--- src/design/pdtx_pkg.sv ---
// Package with register map, field positions and encodings of the transmit policy block.
package pdtx_pkg;
  // ----------------------------------------------------------------
  // Register byte addresses
  // ----------------------------------------------------------------
  localparam logic [15:0] PDTX_OFS_POLICY = 16'h1a00;
  localparam logic [15:0] PDTX_OFS_CMD    = 16'h1a04;
  localparam logic [15:0] PDTX_OFS_PARAM  = 16'h1a08;
  localparam logic [15:0] PDTX_OFS_STAT   = 16'h1a0c;
  // ----------------------------------------------------------------
  // Policy control fields
  // ----------------------------------------------------------------
  localparam int          PDTX_B_RETRY_BUSY = 6;
  localparam int          PDTX_B_KEEP_NONPR = 5;
  localparam int          PDTX_B_NO_SR_EXMT = 4;
  localparam int          PDTX_B_HOLD_QUIET = 3;
  localparam int          PDTX_B_AUTO_REPLY = 2;
  localparam int          PDTX_B_FIFO_MODE  = 1;
  localparam int          PDTX_B_RAW_PROC   = 0;
  localparam logic [6:0]  PDTX_POLICY_RST   = 7'h00;
  // ----------------------------------------------------------------
  // Command, parameter and status fields
  // ----------------------------------------------------------------
  localparam int          PDTX_B_GO         = 0;
  localparam int          PDTX_B_CANCEL     = 1;
  localparam int          PDTX_F_SOP_LO     = 4;
  localparam int          PDTX_B_IS_RESET   = 7;
  localparam int          PDTX_F_LIMIT_LO   = 4;
  localparam logic [2:0]  PDTX_LIMIT_RST    = 3'h0;
  localparam int          PDTX_B_ACTIVE     = 0;
  localparam int          PDTX_B_ABORTED    = 1;
  localparam int          PDTX_B_FAILED     = 2;
  localparam int          PDTX_B_SENT       = 3;
  // ----------------------------------------------------------------
  // Start-of-packet type codes and controller state encoding
  // ----------------------------------------------------------------
  localparam logic [2:0]  PDTX_SOP          = 3'h0;
  localparam logic [2:0]  PDTX_SOP_P        = 3'h1;
  localparam logic [2:0]  PDTX_SOP_PP       = 3'h2;
  localparam logic [2:0]  PDTX_SOP_P_DBG    = 3'h3;
  localparam logic [2:0]  PDTX_SOP_PP_DBG   = 3'h4;
  typedef enum logic [1:0] {PDTX_IDLE, PDTX_ATTEMPT, PDTX_SEND} pdtx_state_e;
endpackage : pdtx_pkg

--- src/design/pdtx_policy.sv ---
// Transmit abort, retry and auto-reply policy controller with an APB register slave.
// Functional notes
// (RL1) With no busy option set, a busy line aborts the packet and all retries.
// (RL2) Retry-on-busy retries up to the limit, then reports send failed.
// (RL3) Received hard reset or software cancel always aborts the pending packet.
// (RL4) Cable reset aborts only when detection enabled and pending type is non-primary.
// (RL5) Good non-ping non-GoodCRC packet aborts on matching type or primary over non-primary.
// (RL6) Keep-nonprimary bit stops primary packets aborting a non-primary packet.
// (RL7) In auto mode busy line never drops soft-reset GoodCRC unless exemption disabled.
// (RL8) With exemption disabled, hold-until-quiet also applies to soft-reset GoodCRC.
// (RL9) Hold-until-quiet keeps the packet until the line is idle, then sends.
// (RL10) Hold-until-quiet takes precedence over retry-on-busy.
// (RL11) Auto-reply bit enables hardware GoodCRC and error count replies.
// (RL12) Without auto-reply there are no hardware retries; limit ignored.
// (RL13) Queue mode bit selects buffer or FIFO write side.
// (RL14) Processing bit selects automatic or raw data processing.
// (RL15) Retry limit is three bits; zero disables hardware retries.
// (RL16) Hard and cable reset transmissions are never retried.
// (RL17) Any abort stops sending, cancels retries, sets aborted, returns idle.
//
// Decided for this implementation: the APB interface to the registers.
`timescale 1ns/1ns
module pdtx_policy
  import pdtx_pkg::*;
(
  input  wire logic        pclk,          // Bus and MAC clock.
  input  wire logic        presetn,       // Asynchronous reset, active low.
  input  wire logic        psel,          // APB select.
  input  wire logic        penable,       // APB access phase.
  input  wire logic        pwrite,        // APB direction.
  input  wire logic [15:0] paddr,         // APB byte address.
  input  wire logic [31:0] pwdata,        // APB write data.
  output logic             pready,        // APB ready.
  output logic      [31:0] prdata,        // APB read data.
  output logic             pslverr,       // APB error on unmapped address.
  input  wire logic        line_busy,     // Line activity from the receiver.
  input  wire logic        phy_done,      // Pulse: attempt finished.
  input  wire logic        phy_ok,        // With phy_done: packet acknowledged.
  input  wire logic        hr_rx,         // Pulse: hard reset received.
  input  wire logic        cr_rx,         // Pulse: cable reset received.
  input  wire logic        cr_det_en,     // Cable reset detection enabled.
  input  wire logic        rx_good,       // Pulse: good non-duplicate packet.
  input  wire logic        rx_ping_gcrc,  // With rx_good: packet is Ping or GoodCRC.
  input  wire logic  [2:0] rx_sop,        // With rx_good: received packet type.
  input  wire logic        ack_req,       // Pulse: received packet needs GoodCRC.
  input  wire logic        ack_for_sr,    // With ack_req: packet was a soft reset.
  input  wire logic        bist_req,      // Pulse: error count reply due.
  output logic             phy_send,      // Pulse: start sending the packet.
  output logic             phy_halt,      // Pulse: stop the packet being sent.
  output logic             ack_send,      // Pulse: send a GoodCRC now.
  output logic             bist_send,     // Pulse: send an error count reply.
  output logic             fifo_mode,     // Queue write side in FIFO order.
  output logic             raw_mode       // Raw data processing selected.
);
  // ----------------------------------------------------------------
  // Register state
  // ----------------------------------------------------------------
  pdtx_state_e st_r, st_nxt;
  logic [6:0]  pol_r, pol_nxt;
  logic [2:0]  lim_r, lim_nxt, sop_r, sop_nxt, cnt_r, cnt_nxt;
  logic        rst_pkt_r, rst_pkt_nxt;
  logic        abt_r, abt_nxt, fail_r, fail_nxt, sent_r, sent_nxt;
  logic        ackp_r, ackp_nxt, acksr_r, acksr_nxt;
  logic        rdy_r, rdy_nxt, err_r, err_nxt;
  logic [31:0] rd_r, rd_nxt;
  logic        send_r, send_nxt, halt_r, halt_nxt, acks_r, acks_nxt, bist_r, bist_nxt;
  logic        wr_en, hit, go_w, cancel_w, abort_now, retry_ok, may_retry;
  logic        cr_abort, rx_abort, busy_fail;

  assign pready    = rdy_r;
  assign prdata    = rd_r;
  assign pslverr   = err_r;
  assign phy_send  = send_r;
  assign phy_halt  = halt_r;
  assign ack_send  = acks_r;
  assign bist_send = bist_r;
  assign fifo_mode = pol_r[PDTX_B_FIFO_MODE]; // RL13
  assign raw_mode  = pol_r[PDTX_B_RAW_PROC];  // RL14

  // ----------------------------------------------------------------
  // Abort and retry decisions
  // ----------------------------------------------------------------
  // A write lands only at the edge where pready is seen high.
  assign wr_en    = psel & penable & rdy_r & pwrite & ~err_r;
  assign go_w     = wr_en & (paddr == PDTX_OFS_CMD) & pwdata[PDTX_B_GO];
  assign cancel_w = wr_en & (paddr == PDTX_OFS_CMD) & pwdata[PDTX_B_CANCEL];
  assign cr_abort = cr_rx & cr_det_en & (sop_r inside {PDTX_SOP_P, PDTX_SOP_PP,
                    PDTX_SOP_P_DBG, PDTX_SOP_PP_DBG}); // RL4
  assign rx_abort = rx_good & ~rx_ping_gcrc & ((rx_sop == sop_r) |
                    ((rx_sop == PDTX_SOP) & (sop_r != PDTX_SOP) &
                     ~pol_r[PDTX_B_KEEP_NONPR])); // RL5 RL6
  assign abort_now = hr_rx | cancel_w | cr_abort | rx_abort; // RL3
  // Hardware retries need auto-reply, a nonzero limit and an ordinary packet.
  assign may_retry = pol_r[PDTX_B_AUTO_REPLY] & (lim_r != 3'h0) & ~rst_pkt_r; // RL12 RL15 RL16
  assign retry_ok  = may_retry & (cnt_r < lim_r); // RL2
  assign busy_fail = pol_r[PDTX_B_RETRY_BUSY] & ~pol_r[PDTX_B_HOLD_QUIET];  // RL10

  always_comb begin
    st_nxt   = st_r;
    cnt_nxt  = cnt_r;
    abt_nxt  = abt_r;
    fail_nxt = fail_r;
    sent_nxt = sent_r;
    send_nxt = 1'b0;
    halt_nxt = 1'b0;
    if (wr_en && paddr == PDTX_OFS_STAT) begin
      abt_nxt  = abt_r & ~pwdata[PDTX_B_ABORTED];
      fail_nxt = fail_r & ~pwdata[PDTX_B_FAILED];
      sent_nxt = sent_r & ~pwdata[PDTX_B_SENT];
    end
    case (st_r)
      PDTX_IDLE: begin
        if (go_w && !cancel_w) begin
          st_nxt   = PDTX_ATTEMPT;
          cnt_nxt  = 3'h0;
          abt_nxt  = 1'b0;
          fail_nxt = 1'b0;
          sent_nxt = 1'b0;
        end
      end
      PDTX_ATTEMPT: begin
        if (abort_now) begin
          st_nxt  = PDTX_IDLE; // RL17
          abt_nxt = 1'b1;
        end else if (!line_busy) begin
          st_nxt   = PDTX_SEND; // RL9
          send_nxt = 1'b1;
        end else if (pol_r[PDTX_B_HOLD_QUIET]) begin
          st_nxt = PDTX_ATTEMPT; // RL9 RL10
        end else if (busy_fail) begin
          if (retry_ok) begin
            cnt_nxt = cnt_r + 3'h1; // RL2
          end else begin
            st_nxt   = PDTX_IDLE;
            fail_nxt = 1'b1;
          end
        end else begin
          st_nxt  = PDTX_IDLE; // RL1
          abt_nxt = 1'b1;
        end
      end
      PDTX_SEND: begin
        if (abort_now) begin
          st_nxt   = PDTX_IDLE; // RL17
          abt_nxt  = 1'b1;
          halt_nxt = 1'b1;
        end else if (phy_done && phy_ok) begin
          st_nxt   = PDTX_IDLE;
          sent_nxt = 1'b1;
        end else if (phy_done && retry_ok) begin
          st_nxt  = PDTX_ATTEMPT;
          cnt_nxt = cnt_r + 3'h1;
        end else if (phy_done) begin
          st_nxt   = PDTX_IDLE; // RL12 RL16
          fail_nxt = 1'b1;
        end
      end
      default: st_nxt = PDTX_IDLE;
    endcase
  end

  // ----------------------------------------------------------------
  // Automatic replies
  // ----------------------------------------------------------------
  // A request seen while a GoodCRC is held back by a busy line replaces it.
  always_comb begin
    ackp_nxt  = ackp_r;
    acksr_nxt = acksr_r;
    acks_nxt  = 1'b0;
    bist_nxt  = bist_req & pol_r[PDTX_B_AUTO_REPLY]; // RL11
    if (ackp_r) begin
      if (!line_busy || (acksr_r && !pol_r[PDTX_B_NO_SR_EXMT])) begin
        acks_nxt = 1'b1; // RL7
        ackp_nxt = 1'b0;
      end else if (!pol_r[PDTX_B_HOLD_QUIET]) begin
        ackp_nxt = 1'b0; // RL8
      end
    end
    if (ack_req && pol_r[PDTX_B_AUTO_REPLY]) begin
      ackp_nxt  = 1'b1; // RL11
      acksr_nxt = ack_for_sr;
    end
    if (!pol_r[PDTX_B_AUTO_REPLY]) begin
      ackp_nxt = 1'b0;
      acks_nxt = 1'b0; // RL11
    end
  end

  // ----------------------------------------------------------------
  // APB slave
  // ----------------------------------------------------------------
  // Every access takes one wait state, so read data always comes from a flop.
  always_comb begin
    hit     = paddr inside {PDTX_OFS_POLICY, PDTX_OFS_CMD, PDTX_OFS_PARAM, PDTX_OFS_STAT};
    rdy_nxt = psel & penable & ~rdy_r;
    err_nxt = psel & penable & ~rdy_r & ~hit;
    rd_nxt  = rd_r;
    pol_nxt = pol_r;
    lim_nxt = lim_r;
    sop_nxt = sop_r;
    rst_pkt_nxt = rst_pkt_r;
    if (psel && penable && !rdy_r) begin
      rd_nxt = 32'h0000_0000;
      case (paddr)
        PDTX_OFS_POLICY: rd_nxt[6:0] = pol_r;
        PDTX_OFS_CMD: begin
          rd_nxt[PDTX_F_SOP_LO +: 3] = sop_r;
          rd_nxt[PDTX_B_IS_RESET]    = rst_pkt_r;
        end
        PDTX_OFS_PARAM: rd_nxt[PDTX_F_LIMIT_LO +: 3] = lim_r;
        PDTX_OFS_STAT: begin
          rd_nxt[PDTX_B_ACTIVE]       = (st_r != PDTX_IDLE);
          rd_nxt[PDTX_B_ABORTED]      = abt_r;
          rd_nxt[PDTX_B_FAILED]       = fail_r;
          rd_nxt[PDTX_B_SENT]         = sent_r;
          rd_nxt[PDTX_F_LIMIT_LO +: 3] = cnt_r;
        end
        default: rd_nxt = 32'h0000_0000;
      endcase
    end
    if (wr_en && paddr == PDTX_OFS_POLICY) begin
      pol_nxt = pwdata[6:0];
    end
    if (wr_en && paddr == PDTX_OFS_PARAM) begin
      lim_nxt = pwdata[PDTX_F_LIMIT_LO +: 3];
    end
    if (go_w && !cancel_w && st_r == PDTX_IDLE) begin
      sop_nxt     = pwdata[PDTX_F_SOP_LO +: 3];
      rst_pkt_nxt = pwdata[PDTX_B_IS_RESET];
    end
  end

  always_ff @(posedge pclk or negedge presetn) begin
    if (!presetn) begin
      st_r      <= PDTX_IDLE;
      pol_r     <= PDTX_POLICY_RST;
      lim_r     <= PDTX_LIMIT_RST;
      sop_r     <= PDTX_SOP;
      cnt_r     <= 3'h0;
      rst_pkt_r <= 1'b0;
      abt_r     <= 1'b0;
      fail_r    <= 1'b0;
      sent_r    <= 1'b0;
      ackp_r    <= 1'b0;
      acksr_r   <= 1'b0;
      rdy_r     <= 1'b0;
      err_r     <= 1'b0;
      rd_r      <= 32'h0000_0000;
      send_r    <= 1'b0;
      halt_r    <= 1'b0;
      acks_r    <= 1'b0;
      bist_r    <= 1'b0;
    end else begin
      st_r      <= st_nxt;
      pol_r     <= pol_nxt;
      lim_r     <= lim_nxt;
      sop_r     <= sop_nxt;
      cnt_r     <= cnt_nxt;
      rst_pkt_r <= rst_pkt_nxt;
      abt_r     <= abt_nxt;
      fail_r    <= fail_nxt;
      sent_r    <= sent_nxt;
      ackp_r    <= ackp_nxt;
      acksr_r   <= acksr_nxt;
      rdy_r     <= rdy_nxt;
      err_r     <= err_nxt;
      rd_r      <= rd_nxt;
      send_r    <= send_nxt;
      halt_r    <= halt_nxt;
      acks_r    <= acks_nxt;
      bist_r    <= bist_nxt;
    end
  end

  // ----------------------------------------------------------------
  // Assertions
  // ----------------------------------------------------------------
  a_hr_aborts: assert property (@(posedge pclk) disable iff (!presetn) // RL3
    (st_r != PDTX_IDLE) && hr_rx |=> (st_r == PDTX_IDLE) && abt_r)
    else $error("hard reset did not abort the packet");
  a_busy_abort: assert property (@(posedge pclk) disable iff (!presetn) // RL1
    (st_r == PDTX_ATTEMPT) && line_busy && !abort_now && !pol_r[PDTX_B_RETRY_BUSY]
    && !pol_r[PDTX_B_HOLD_QUIET] |=> (st_r == PDTX_IDLE) && abt_r && !fail_r)
    else $error("busy line did not abort the packet");
  a_hold_quiet: assert property (@(posedge pclk) disable iff (!presetn) // RL9 RL10
    (st_r == PDTX_ATTEMPT) && line_busy && !abort_now && pol_r[PDTX_B_HOLD_QUIET]
    |=> (st_r == PDTX_ATTEMPT) && !abt_r && !fail_r && $stable(cnt_r))
    else $error("held packet left the wait");
  a_cable_abort: assert property (@(posedge pclk) disable iff (!presetn) // RL4
    (st_r == PDTX_SEND) && cr_rx && cr_det_en && (sop_r == PDTX_SOP_PP)
    |=> (st_r == PDTX_IDLE) && abt_r && phy_halt ##1 !phy_halt)
    else $error("cable reset did not abort");
  a_sop_keep: assert property (@(posedge pclk) disable iff (!presetn) // RL6
    (st_r == PDTX_SEND) && rx_good && (rx_sop == PDTX_SOP) && (sop_r != PDTX_SOP)
    && pol_r[PDTX_B_KEEP_NONPR] && !hr_rx && !cancel_w && !cr_abort && !phy_done
    |=> (st_r == PDTX_SEND) && !phy_halt)
    else $error("primary packet aborted a kept packet");
  a_sr_exempt: assert property (@(posedge pclk) disable iff (!presetn) // RL7
    ackp_r && acksr_r && line_busy && !pol_r[PDTX_B_NO_SR_EXMT] |=> ack_send)
    else $error("soft reset GoodCRC held back by busy line");
  a_no_auto: assert property (@(posedge pclk) disable iff (!presetn) // RL11
    !pol_r[PDTX_B_AUTO_REPLY] |=> !bist_send && !ack_send)
    else $error("automatic reply while auto-reply is off");
  a_manual_fail: assert property (@(posedge pclk) disable iff (!presetn) // RL12 RL16
    (st_r == PDTX_SEND) && phy_done && !phy_ok && !abort_now
    && (!pol_r[PDTX_B_AUTO_REPLY] || rst_pkt_r) |=> (st_r == PDTX_IDLE) && fail_r)
    else $error("hardware retried a packet it must not retry");
  a_retry_bound: assert property (@(posedge pclk) disable iff (!presetn) // RL2 RL15
    (st_r != PDTX_IDLE) && (cnt_r != 3'h0) && $changed(cnt_r) |-> $past(cnt_r) < $past(lim_r))
    else $error("retry count passed the limit");
endmodule : pdtx_policy

--- config.mk ---
export PLATFORM = sky130hd
export DESIGN_NAME = pdtx_policy
export DESIGN_NICKNAME = d
export VERILOG_FILES = /design/src/design/pdtx_pkg.sv /design/src/design/pdtx_policy.sv
export SDC_FILE = /design/constraint.sdc
export NUM_CORES = 1
export LEC_CHECK = 0
export ABC_AREA = 1
export BUFFER_PORTS_ARGS = -buffer_cell sky130_fd_sc_hd__buf_2
export CORE_MARGIN = 4
export CORE_UTILIZATION = 30
export CTS_CLUSTER_SIZE = 24
export DETAILED_ROUTE_END_ITERATION = 10
export GPL_TIMING_DRIVEN = 0
export SLEW_MARGIN = 10
export SYNTH_ARGS = -nofsm -noshare
export SYNTH_HDL_FRONTEND = slang
export SYNTH_SLANG_ARGS = --single-unit
--- constraint.sdc ---
create_clock -name pclk -period 1.94 [get_ports pclk]
set_input_delay 0.582 -clock pclk [delete_from_list [all_inputs] [get_ports pclk]]
set_output_delay 0.582 -clock pclk [all_outputs]
set_load 0.02 [all_outputs]
==> impl_metrics.json <==
{
  "outcome": "finished, final reports clean",
  "slowest_stage": "dfrtp_1",
  "route.detailed.drc": 0,
  "wl_um": 5950,
  "synth_edf_count": 0,
  "critPathMaxFanout": 3,
  "htree_levels": 2,
  "clock_latency_ps": 290,
  "reg2reg_slack_ps": 170,
  "rr_startpoint": "lim_r[2]",
  "p_leak_nw": 1.65,
  "crit_path_end_kind": "flip-flop",
  "synth_fa_ha_area_share_pct": 3.58,
  "ff_latch_area_um2": 951,
  "fin_nets": 494,
  "placedCellCount": 515,
  "cts_resized": 0,
  "stdcell_count": 523,
  "relSlewSlack_pct": 43.1,
  "synth_top_family_by_area": "simple AND/OR/NAND/NOR gates",
  "nFillCells": 828,
  "cts.sinks": 38,
  "grt_max_degree": 39,
  "required_ps": 2120,
  "io_pins": 107,
  "reg2regPathDepth": 14,
  "yosysUniqueCellTypes": 38,
  "routedWlPerCell_um": 11.4,
  "skew_ps": 4.96,
  "core-area_mm2": 0.00785,
  "power_w": 0.00242,
  "grt_pass1_vias": 2228,
  "synthTopCellsByArea": "dfrtp_1, nand2_1, buf_4",
  "criticalPathCategory": "reg2reg",
  "synth_mux_area_share_pct": 0,
  "path_clk_slew_ps": 70,
  "globalRouteTotalUtil_pct": 12.7,
  "row_count": 32,
  "ys_seq_area_share_pct": 38.9,
  "grt_first_pass_wirelength_um": 10100,
  "rsz0062_at_grt": "false",
  "via_per_inst": 4.35,
  "cts_setup_buffers": 0,
  "async_flop_share_pct": 100,
  "cp_common_cell": "nand2_1",
  "globalRouteOverflowTotal": 0,
  "worst_pin_slew_ps": 854,
  "drv_cap": 0,
  "cp_cell_sequence": "inv_2 > ha_4 > a21oi_2 > nand2_1 > nor2_4 > nand3_1 > nand2_1 > nand2_1 > nor2_1 > nand2_1 > inv_2 > nand2_2 > nand2_1 > o21ai_1",
  "place_hpwl_um": 4840,
  "synth_top_cell_area_share_pct": 38.9,
  "die_h_um": 98.3,
  "drive_gt1_share_pct": 28.3,
  "crit_family": "simple AND/OR/NAND/NOR gates",
  "design_area_mm2": 0.00307,
  "ys_seq_elements": 38,
  "synth_cells": 332,
  "grt_antenna_before_repair": 0,
  "r2r-end": "cnt_r[1]",
  "period_share_pct": 91.0,
  "firstDrtPassIters": 4,
  "drt_iter0_drc": 136,
  "start_util_pct": 31.2,
  "synth_xor_area_share_pct": 0.358,
  "setup_ws_ps": 174,
  "holdBufCountCts": 0,
  "synth_area_mm2": 0.00245,
  "root_buffer": "clkbuf_8",
  "area_delta_synth_final_pct": 25.3,
  "diodes": 0,
  "start_kind": "flip-flop",
  "vias": 2277,
  "fmax_mhz": 566,
  "final_hold_viol_count": 0,
  "critPathBufInv": 2,
  "hp-class": "in2async",
  "die_area_mm2": 0.00967,
  "dominantRegCellSynth": "dfrtp_1",
  "syn_area_per_cell_um2": 7.37,
  "finalSetupViolCount": 0,
  "finalCriticalPeriod_ps": 1770,
  "cp_slowest_stage_delay_ps": 400,
  "synth_compound_area_share_pct": 11.8,
  "cts_tree": "yes",
  "synthSimpleGateAreaFrac_pct": 29.3,
  "crit_arrival_ps": 1950,
  "die_width_um": 98.3,
  "postRouteAntennaNets": 0,
  "placed_area_mm2": 0.00295,
  "slew_viol_final": 0,
  "clockBufferDepth": 2,
  "numCtsBuffers": 5,
  "gp_congestion": 0.869,
  "holdWs_ps": 398,
  "powerDensity_mw_per_mm2": 790,
  "pre_cts_ws_ps": -54.4,
  "multi_input_area_mm2": 0.00122,
  "portBuffers": 58,
  "yosys.area.top_type": "dfrtp_1",
  "yosys_warnings": 0,
  "ir_worst_vdd_mv": 0.263
}
## placed cells by master (no fill, tap or decap), types with 3 or more instances in the layout
cell      netlist  layout
clkbuf_8        0       6
nor3_1          4       4
nand4_1         3       3
nand3_1        22      22
o22ai_1         5       5
a21oi_1         6       5
o21ai_1         9       9
nand2_1        82      82
buf_2           2      60
nand2_2         6       6
inv_2           5       6
o31ai_1         3       3
ha_1            7       6
inv_1          42      41
nor2_1         26      25
conb_1          1      24
o21ai_0        21      21
nor2_2          5       5
buf_4          24      24
dfrtp_1        38      38
## worst register-to-register path: stages, from the launching register on
cell	delay, ps
dfrtp_1	400
inv_2	100
ha_4	210
a21oi_2	120
nand2_1	90
nor2_4	150
nand3_1	110
nand2_1	70
nand2_1	50
nor2_1	80
nand2_1	60
inv_2	60
nand2_2	50
nand2_1	50
o21ai_1	60
## final cells by class
cell class,count,share of cell area [%]
Buffer,28,6.69
Clock buffer,7,2.82
Clock inverter,1,0.163
Inverter,49,6.00
Multi-Input combinational cell,240,39.7
Sequential cell,38,31.0
Tap cell,102,4.16
Timing Repair Buffer,58,9.47
## synth_stat cells, types with 2 or more instances
library cell  number
nand2_1           82
inv_1             42
dfrtp_1           38
nor2_1            26
buf_4             24
nand3_1           22
o21ai_0           21
o21ai_1            9
ha_1               7
a21oi_1            6
nand2_2            6
inv_2              5
nor2_2             5
o22ai_1            5
nor3_1             4
nand4_1            3
o31ai_1            3
buf_2              2
clkinv_1           2
nand3b_1           2
## cell families (layout without fill, tap and decap cells)
family | after synthesis | count (layout)
and+or+nand+nor | 157 | 157
buffers and inverters | 77 | 143
other | 1 | 24
DFF | 38 | 38
adders and majority gates | 7 | 7
xor gates and xnor gates | 1 | 1
AOI/OAI and AO/OA | 51 | 51
## report_power, final
group	internal [W]	leakage (nW)	total (W)	switching, W
clock	0.000287	0.0482	0.000564	0.000278
combinational	0.000351	1.11	0.000926	0.000575
sequential	0.000873	0.492	0.000934	0.0000616
total	0.00151	1.65	0.00242	0.000914
## registers in the layout, summed over array words and instances (netlist names), 2 cells and up, named ones only
| signal | cells |
|---|---|
| cnt_r | 3 |
| lim_r | 3 |
| pol_r | 7 |
| prdata | 8 |
| st_r | 2 |
| sop_r | 3 |
## how the worst max path moves through the flow
| stage | to | slack, ps | depth (start not counted) | from |
|---|---|---|---|---|
| after floorplan | cnt_r[0] | 240 | 14 | paddr[11] |
| after global placement | cnt_r[0] | -20 | 14 | paddr[10] |
| after detailed placement | sent_r | -50 | 8 | psel |
| after CTS | cnt_r[1] | 20 | 14 | lim_r[2] |
| after global routing | cnt_r[1] | 20 | 14 | lim_r[1] |
| final | cnt_r[1] | 170 | 14 | lim_r[2] |
## per-layer routing
metal | part of all wire, % | GRT usage [%]
met5 | 0 | 0
met4 | 1.9 | 4.94
met3 | 5.7 | 3.29
met2 | 50 | 21.6
met1 | 43 | 15.3
## metrics by stage
step / utilization [%] / setup TNS (ps)
after global placement: 37.6 / -62.1
final: 39.1 / 0
after detailed placement: 37.6 / -258
after floorplan: - / 0
after global routing: 39.1 / 0
after CTS: 38.8 / 0
Note: power is estimated with default switching activity, not from simulation.
